--- config.mk ---
export PLATFORM = sky130hd
export DESIGN_NAME = waveform_generator
export DESIGN_NICKNAME = d
export VERILOG_FILES = /design/src/include/wave_gen_pkg.sv /design/src/verilog/waveform_generator.sv
export SDC_FILE = /design/constraint.sdc
export NUM_CORES = 1
export LEC_CHECK = 0
export BUFFER_PORTS_ARGS = -buffer_cell sky130_fd_sc_hd__buf_2
export CAP_MARGIN = 40
export CORE_MARGIN = 8
export CORE_UTILIZATION = 30
export CTS_CLUSTER_DIAMETER = 30
export DETAILED_ROUTE_END_ITERATION = 10
export PLACE_DENSITY_LB_ADDON = 0.3
export SLEW_MARGIN = 15
export SYNTH_ARGS = -nofsm -noshare
export SYNTH_HDL_FRONTEND = slang
export SYNTH_SLANG_ARGS = --single-unit
--- constraint.sdc ---
create_clock -name clk -period 4.4 [get_ports clk]
set_input_delay 0.22 -clock clk [delete_from_list [all_inputs] [get_ports clk]]
set_output_delay 0.22 -clock clk [all_outputs]
set_load 0.02 [all_outputs]
--- src/include/wave_gen_pkg.sv ---
package wave_gen_pkg;
    // Register indices on the plain register port
    localparam logic [3:0] ADDR_CON0 = 4'h0;
    localparam logic [3:0] ADDR_CON1 = 4'h1;
    localparam logic [3:0] ADDR_ISM = 4'h2;
    localparam logic [3:0] ADDR_DBR = 4'h3;
    localparam logic [3:0] ADDR_DBF = 4'h4;
    localparam logic [3:0] ADDR_STR = 4'h5;
    localparam logic [3:0] ADDR_AS0 = 4'h6;
    localparam logic [3:0] ADDR_AS1 = 4'h7;
    localparam logic [3:0] ADDR_STAT = 4'h8;
    // Field positions
    localparam int CON0_EN = 7;
    localparam int CON1_CS = 4;
    localparam int CON1_RDB_EN = 5;
    localparam int CON1_FDB_EN = 6;
    localparam int AS0_SHUT = 7;
    localparam int AS0_REN = 6;
    localparam int AS0_LSAC = 5;
    localparam int AS0_LSBD = 4;
    localparam int AS1_ASE = 7;
    // Mode encodings
    localparam logic [2:0] MODE_ASYNC = 3'h0;
    localparam logic [2:0] MODE_SYNC = 3'h1;
    localparam logic [2:0] MODE_FWD = 3'h2;
    localparam logic [2:0] MODE_REV = 3'h3;
    localparam logic [2:0] MODE_HB = 3'h4;
    localparam logic [2:0] MODE_PP = 3'h5;
    // Reset values and dead-band counter limit
    localparam logic [7:0] REG_RST = 8'h00;
    localparam logic [6:0] DB_SAT = 7'h40;
endpackage

--- src/verilog/waveform_generator.sv ---
`timescale 1ns/1ps
// Contract
// - Half-bridge: A true, B complement, dead time
// - Half-bridge: C, D copy A, B
// - Push-pull alternates pulses between A and B
// - Alternation resets on disable or shutdown
// - Push-pull: C follows A, D follows B
// - Forward: A active, B C inactive, D modulated
// - Reverse: C active, A D inactive, B modulated
// - Direction toggle applied at next input rise
// - Static swap at once, modulated waits dead-band
// - Full-bridge dead time only on direction change
// - Steering: steered output modulated, else fixed level
// - Steering: polarity only on steered outputs
// - No dead-band in steering modes
// - Steering: shutdown overrides only steered outputs
// - Sync steering: steer bits load at rise
// - Sync steering: fixed levels act immediately
// - Async steering: steer bits act after write
// - Dead-band clock chosen by one select bit
// - Oscillator clock keeps dead-band running in sleep
// - Input source chosen by select field
// - Two 6-bit dead-band timers, own enables
// - Rise delays A, fall delays B
// - Dead-band 0 to 63 timer periods
// - Zero count no delay; reversal kills pulse
// - Shutdown level-held while input active, then until cleared by write or auto-restart
module waveform_generator
    import wave_gen_pkg::*;
(
    input wire logic clk,
    input wire logic arst_n,
    input wire logic [3:0] addr,
    input wire logic [7:0] wdata,
    input wire logic wr,
    input wire logic rd,
    output logic [7:0] rdata,
    input wire logic [7:0] src_in,
    input wire logic [3:0] sd_in,
    input wire logic hf_tick,
    input wire logic sleep,
    output logic out_a,
    output logic out_b,
    output logic out_c,
    output logic out_d
);
    logic rst_s1_q, rst_n;
    always_ff @(posedge clk or negedge arst_n) begin
        if (!arst_n) begin
            rst_s1_q <= 1'b0;
            rst_n <= 1'b0;
        end else begin
            rst_s1_q <= 1'b1;
            rst_n <= rst_s1_q;
        end
    end

    function automatic logic hit(input logic [3:0] a, input logic [3:0] b);
        hit = wr && (a == b);
    endfunction

    logic [7:0] con0_q, con1_q, ism_q, dbr_q, dbf_q, str_reg_q, as0_q, as1_q, rdata_q;
    logic din_q, prev_q, shut_q, pp_q, dir_q;
    logic [3:0] str_q, out_q;
    logic [6:0] cr_q, cf_q, fb_q;

    wire en = con0_q[CON0_EN];
    wire [2:0] mode = con0_q[2:0];
    wire [3:0] pol = con1_q[3:0];
    wire [3:0] ovr = str_reg_q[7:4];
    wire hb = en && mode == MODE_HB;
    wire pp = en && mode == MODE_PP;
    wire fb = en && mode[2:1] == 2'b01;
    wire steer = mode[2:1] == 2'b00;
    wire sync_st = en && mode == MODE_SYNC;
    wire rise = din_q && !prev_q;
    wire fall = !din_q && prev_q;
    wire src_sel = src_in[ism_q[2:0]];
    // System clock stops in sleep; oscillator ticks keep going
    wire tick = con1_q[CON1_CS] ? hf_tick : !sleep;
    wire [6:0] dbr_eff = con1_q[CON1_RDB_EN] ? {1'b0, dbr_q[5:0]} : 7'h00;
    wire [6:0] dbf_eff = con1_q[CON1_FDB_EN] ? {1'b0, dbf_q[5:0]} : 7'h00;
    wire sd_hit = as1_q[AS1_ASE] && |(sd_in & as1_q[3:0]);
    wire sw_shut_wr = hit(addr, ADDR_AS0);

    // Full-bridge direction change, taken only at an input rise
    wire fb_chg = fb && rise && (mode[0] != dir_q);
    wire dir_eff = fb_chg ? mode[0] : dir_q;
    wire [6:0] fb_tgt = dir_eff ? dbr_eff : dbf_eff;
    wire fb_ok = !fb_chg && (fb_q >= fb_tgt);
    wire fb_mod = din_q && fb_ok;

    wire hb_a = din_q && (cr_q >= dbr_eff);
    wire hb_b = !din_q && (cf_q >= dbf_eff);
    wire pp_a = din_q && !pp_q;
    wire pp_b = din_q && pp_q;
    wire [3:0] str_eff = (mode == MODE_SYNC) ? str_q : str_reg_q[3:0];

    logic [3:0] raw, inv_ok, sd_mask;
    always_comb begin
        raw = 4'h0;
        inv_ok = 4'hf;
        sd_mask = 4'hf;
        case (mode)
            MODE_HB: raw = {hb_b, hb_a, hb_b, hb_a};
            MODE_PP: raw = {pp_b, pp_a, pp_b, pp_a};
            MODE_FWD, MODE_REV: begin
                if (!dir_eff) begin
                    raw = {fb_mod, 1'b0, 1'b0, 1'b1};
                end else begin
                    raw = {1'b0, 1'b1, fb_mod, 1'b0};
                end
            end
            MODE_ASYNC, MODE_SYNC: begin
                // Steered outputs see the raw input: no dead-band here
                raw = (str_eff & {4{din_q}}) | (~str_eff & ovr);
                inv_ok = str_eff;
                sd_mask = str_eff;
            end
            default: raw = 4'h0;
        endcase
    end

    wire [3:0] lvl = {as0_q[AS0_LSBD], as0_q[AS0_LSAC], as0_q[AS0_LSBD], as0_q[AS0_LSAC]};
    logic [3:0] out_nx;
    genvar gi;
    generate
        for (gi = 0; gi < 4; gi++) begin : g_out
            assign out_nx[gi] = !en ? 1'b0
                : (shut_q && sd_mask[gi]) ? lvl[gi]
                : raw[gi] ^ (pol[gi] && inv_ok[gi]);
        end
    endgenerate

    always_ff @(posedge clk or negedge rst_n) begin
        if (!rst_n) begin
            con0_q <= REG_RST;
            con1_q <= REG_RST;
            ism_q <= REG_RST;
            dbr_q <= REG_RST;
            dbf_q <= REG_RST;
            str_reg_q <= REG_RST;
            as1_q <= REG_RST;
            as0_q <= REG_RST;
        end else begin
            if (hit(addr, ADDR_CON0)) con0_q <= wdata;
            if (hit(addr, ADDR_CON1)) con1_q <= wdata;
            if (hit(addr, ADDR_ISM)) ism_q <= wdata;
            if (hit(addr, ADDR_DBR)) dbr_q <= wdata;
            if (hit(addr, ADDR_DBF)) dbf_q <= wdata;
            if (hit(addr, ADDR_STR)) str_reg_q <= wdata;
            if (hit(addr, ADDR_AS1)) as1_q <= wdata;
            if (sw_shut_wr) as0_q <= wdata;
        end
    end

    // Shutdown: set wins over every clear; held while an input stays active
    logic shut_d;
    always_comb begin
        shut_d = shut_q;
        if ((sw_shut_wr && !wdata[AS0_SHUT]) || (as0_q[AS0_REN] && rise)) begin
            shut_d = 1'b0;
        end
        if (sd_hit || (sw_shut_wr && wdata[AS0_SHUT])) begin
            shut_d = 1'b1;
        end
    end

    always_ff @(posedge clk or negedge rst_n) begin
        if (!rst_n) begin
            shut_q <= 1'b0;
            din_q <= 1'b0;
            prev_q <= 1'b0;
            out_q <= 4'h0;
        end else begin
            shut_q <= shut_d;
            din_q <= src_sel;
            prev_q <= din_q;
            out_q <= out_nx;
        end
    end

    // Dead-band counters: restart at every input reversal
    always_ff @(posedge clk or negedge rst_n) begin
        if (!rst_n) begin
            cr_q <= 7'h00;
            cf_q <= 7'h00;
        end else begin
            if (!din_q) cr_q <= 7'h00;
            else if (tick && cr_q != DB_SAT) cr_q <= cr_q + 7'h01;
            if (din_q) cf_q <= 7'h00;
            else if (tick && cf_q != DB_SAT) cf_q <= cf_q + 7'h01;
        end
    end

    always_ff @(posedge clk or negedge rst_n) begin
        if (!rst_n) begin
            pp_q <= 1'b0;
        end else if (!en || shut_q) begin
            pp_q <= 1'b0;
        end else if (pp && fall) begin
            pp_q <= !pp_q;
        end
    end

    always_ff @(posedge clk or negedge rst_n) begin
        if (!rst_n) begin
            dir_q <= 1'b0;
            fb_q <= DB_SAT;
        end else if (!en) begin
            dir_q <= mode[0];
            fb_q <= DB_SAT;
        end else if (fb_chg) begin
            dir_q <= mode[0];
            fb_q <= 7'h00;
        end else if (tick && fb_q != DB_SAT) begin
            fb_q <= fb_q + 7'h01;
        end
    end

    always_ff @(posedge clk or negedge rst_n) begin
        if (!rst_n) begin
            str_q <= 4'h0;
        end else if (!sync_st || rise) begin
            str_q <= str_reg_q[3:0];
        end
    end

    // Register read mux, answered the cycle after the strobe
    logic [7:0] rd_mux;
    always_comb begin
        case (addr)
            ADDR_CON0: rd_mux = con0_q;
            ADDR_CON1: rd_mux = con1_q;
            ADDR_ISM: rd_mux = ism_q;
            ADDR_DBR: rd_mux = dbr_q;
            ADDR_DBF: rd_mux = dbf_q;
            ADDR_STR: rd_mux = str_reg_q;
            ADDR_AS0: rd_mux = {shut_q, as0_q[6:0]};
            ADDR_AS1: rd_mux = as1_q;
            ADDR_STAT: rd_mux = {2'b00, pp_q, dir_q, out_q};
            default: rd_mux = 8'h00;
        endcase
    end

    always_ff @(posedge clk or negedge rst_n) begin
        if (!rst_n) rdata_q <= 8'h00;
        else rdata_q <= rd ? rd_mux : 8'h00;
    end

    assign rdata = rdata_q;
    assign out_a = out_q[0];
    assign out_b = out_q[1];
    assign out_c = out_q[2];
    assign out_d = out_q[3];
endmodule

==> key figures <==
Outcome
  – Outcome: finished clean

STA
  – Least-Margin Pin Slew: 0.578 ns
  – Fin crit period: 3.29 ns
  – Crit share post-route: 0.747
  – Final setup violation count: 0
  – Setup TNS Final: 0 ns
  – Clock Skew: 0.00877 ns
  – Hold Fails Final Rpt: 0
  – FMAX: 304 MHz
  – Slew margin rel.: 0.613
  – Pins Over Slew Limit: 0
  – RSZ-0062 raised after global routing: false

Die
  – Core Rows: 51
  – Die W: 155 µm
  – Core footprint: 19,300 µm²
  – DIE AREA: 24,100 µm²
  – Ports: 42
  – Initial core utilization: 0.302
  – Die Y: 155 µm

Route
  – Vias: 4,358
  – Number of DRC markers in iteration 0: 312
  – Vias per cell: 5.21
  – Drt wl/cell: 19.1 µm
  – # DRC: 0
  – First drt pass iteration count: 5
  – Final ANT Viol Nets: 0
  – Final wirelength: 16,000 µm

Placement
  – Final GP Congestion: 0.866
  – Port Buffers: 41
  – Detail Placement HPWL: 11,900 µm
  – Placed inst area: 6320 µm²

Power and ir drop
  – Clock power frac: 0.276
  – Worst IR Drop VDD: 211 µV
  – Leakage: 2.90 nW
  – PwrDens: 465 nW/µm²
  – Logic pwr share: 0.257
  – Switch Pwr: 0.00106 W
  – Internal: 0.00203 W
  – Final Total Pwr: 0.00309 W
  – Register share of total power: 0.467
  – Net Sw Frac: 0.343

Critical path
  – Crit path DAT: 3.53 ns
  – Cell family with most CP delay: compound AO/OA/AOI/OAI gates
  – R2R cell count: 12
  – Worst r2r dst: out_q[3]$_DFF_PN0_
  – CP Launch Type: flop
  – FF-to-FF Start: din_q$_DFF_PN0_
  – CP max stage cell: dfrtp_1
  – Crit. End Element: flop
  – Crit path max fanout: 16
  – Kind of critical path: reg -> reg
  – R2r setup slk: 1.11 ns
  – Cell chain of the critical path: and4bb_1 > a21boi_0 > nor2_1 > buf_4 > mux2_2 > ha_1 > nand2b_1 > a211oi_1 > o211ai_1 > a31oi_1 > a21o_1 > nand3_1
  – Largest stage delay, worst path: 0.69 ns
  – Critical Path RT: 4.65 ns
  – Critical path buffers and inverters: 1

Clock tree
  – Setup bufs post-CTS: 0
  – Clk pin slew, worst setup/hold paths: 0.07 ns
  – Clock latency at the later pin of the worst-skew pair: 0.37 ns
  – Root Driver: clkbuf_16
  – PostCTS Resize Cnt: 0
  – Post-CTS Hold Buffers: 1
  – CTS tree: built
  – CTS sink cnt: 107
  – Clock tree buffer depth: 2
  – H-tree depth: 3
  – CTS Buf Count: 9

Synthesis
  – Largest family of logic cells by synthesized area: multiplexers
  – Commonest cells in the netlist: 106 x dfrtp_1, 77 x mux2_2, 46 x nand2_1
  – Area leader, netlist: dfrtp_1
  – #FFs+latches synth: 107
  – Most common cell in the netlist: dfrtp_1
  – Simple-Gate Fraction of Synth Area: 0.149
  – Post-synthesis xor/xnor area fraction: 0.0271
  – Yosys cell types: 59
  – Synthesized Nets: 581
  – Adder-Cell Fraction of Synth Area: 0.0515
  – Post-synth EDFFs: 0
  – Post-Syn Area: 5830 µm²
  – Most used DFF post-synth: dfrtp_1
  – Share of the synthesized area in the top cell type: 0.455
  – Mean Syn Cell Area: 11.1 µm²
  – Syn Inst Count: 527
  – Synth Area in Compound Gates: 0.0964
  – Sequential-to-total area share from yosys stat: 0.460
  – Async SR Flop Fraction: 1.00
  – Synthesis warning total: 0
  – Synth top area cells: dfrtp_1 46%, mux2_2 15%, ha_1 5.2%, mux2i_1 3.3%, nand2_1 3.0%
  – Post-synthesis mux area share: 0.193

Finish
  – Final #Nets: 620
  – # diodes: 0
  – Final non-filler cell area: 6630 µm²
  – Area Overhead vs Synth: 13.8%
  – Layout cells sized above 1: 0.271
  – # fillers: 1,998

Global route
  – Antenna violations before repair: 0
  – First-pass GRT wire length: 25,700 µm
  – All-Layer GR Usage: 0.139
  – Total congestion overflow: 0
  – Pin count of the biggest net entering global routing: 46
  – Vias in the first global route: 4,459

Hold path
  – Worst hold path class: in -> async

Run
  – MaxCap Viol Count: 0
==> layer usage <==
| metal | up-vias | GRT usage | wire (µm) |
|---|---|---|---|
| met5 | - | 0 | 0 |
| met4 | 0 | 0.0448 | 308 |
| met3 | 27 | 0.0355 | 881 |
| met2 | 123 | 0.217 | 7380 |
| met1 | 2208 | 0.184 | 7410 |
| li1 | 2000 | - | - |
==> power groups by stage <==
stage / registers (W) / clock network (W) / logic (W)
finish: 0.00144 / 0.000853 / 0.000792
global route: 0.00148 / 0.000906 / 0.000881
CTS: 0.00144 / 0.000872 / 0.000797
detailed placement: 0.00146 / 0 / 0.000791
global placement: 0.00145 / 0 / 0.000752
floorplan: 0.00135 / 0 / 0.000617
==> final cells by class <==
cell class	instances	area [µm²]	share of cell area
Sequential cell	107	2680	0.405
Tap cell	265	332	0.0500
Inverter	9	33.8	0.00509
Timing Repair Buffer	46	265	0.0400
Clock inverter	4	57.6	0.00868
Clock buffer	12	246	0.0372
Multi-Input combinational cell	393	3010	0.455
==> state kept, by name (all words and copies together), names as in the netlist, 4 cells and up <==
register	count
rdata	8
as0_q	7
cf_q	7
as1_q	8
ism_q	8
out_q	4
dbf_q	8
con1_q	8
dbr_q	8
str_q	4
cr_q	7
fb_q	7
con0_q	8
str_reg_q	8
==> placed cells by master, fill, tap and decap left out, drive strengths merged, types with 6 or more instances in the layout <==
| cell | n |
|---|---|
| nor2 | 45 |
| nor3 | 11 |
| mux2i | 19 |
| xor2 | 7 |
| xnor2 | 11 |
| a31oi | 9 |
| nand2 | 48 |
| mux2 | 77 |
| nand3 | 22 |
| dfrtp | 106 |
| buf | 45 |
| a21oi | 23 |
| o21ai | 16 |
| inv | 11 |
| a22oi | 6 |
| clkbuf | 12 |
| nand2b | 7 |
| ha | 24 |
==> stage by stage <==
| stage | setup WS, ns | hold slack, ns | instances | util |
|---|---|---|---|---|
| after detailed placement | 1.24 | 0.0120 | 819 | 0.328 |
| after global placement | 1.35 | 0.00939 | 817 | 0.326 |
| after CTS | 1.20 | 0.157 | 836 | 0.344 |
| after floorplan | 1.20 | -0.0756 | 527 | - |
| after global routing | 0.858 | 0.185 | 836 | 0.344 |
| final | 1.11 | 0.162 | 836 | 0.344 |
==> worst max path at each step <==
stage	slack, ns	startpoint	cells past startpoint	end
after CTS	1.20	din_q$_DFF_PN0_	12	out_q[3]$_DFF_PN0_
after global placement	1.35	din_q$_DFF_PN0_	12	out_q[3]$_DFF_PN0_
final	1.11	din_q$_DFF_PN0_	12	out_q[3]$_DFF_PN0_
after global routing	0.86	din_q$_DFF_PN0_	12	out_q[3]$_DFF_PN0_
after detailed placement	1.24	din_q$_DFF_PN0_	12	out_q[3]$_DFF_PN0_
after floorplan	1.20	rst_n$_DFF_PN0_	0	as0_q[0]$_DFFE_PN0P_
==> logic make-up after synthesis <==
family / after synthesis
AOI/OAI and AO/OA: 85
xor gates and xnor gates: 18
adders and majority gates: 24
buffers and inverters: 27
DFF: 107
muxes: 99
other: 1
and+or+nand+nor: 166
==> worst register-to-register path, stage by stage (launching register included) <==
cell,delay (ns)
dfrtp_1,0.69
and4bb_1,0.32
a21boi_0,0.15
nor2_1,0.15
buf_4,0.20
mux2_2,0.35
ha_1,0.26
nand2b_1,0.15
a211oi_1,0.27
o211ai_1,0.18
a31oi_1,0.23
a21o_1,0.14
nand3_1,0.07
Power figures use the tool's default switching activity.
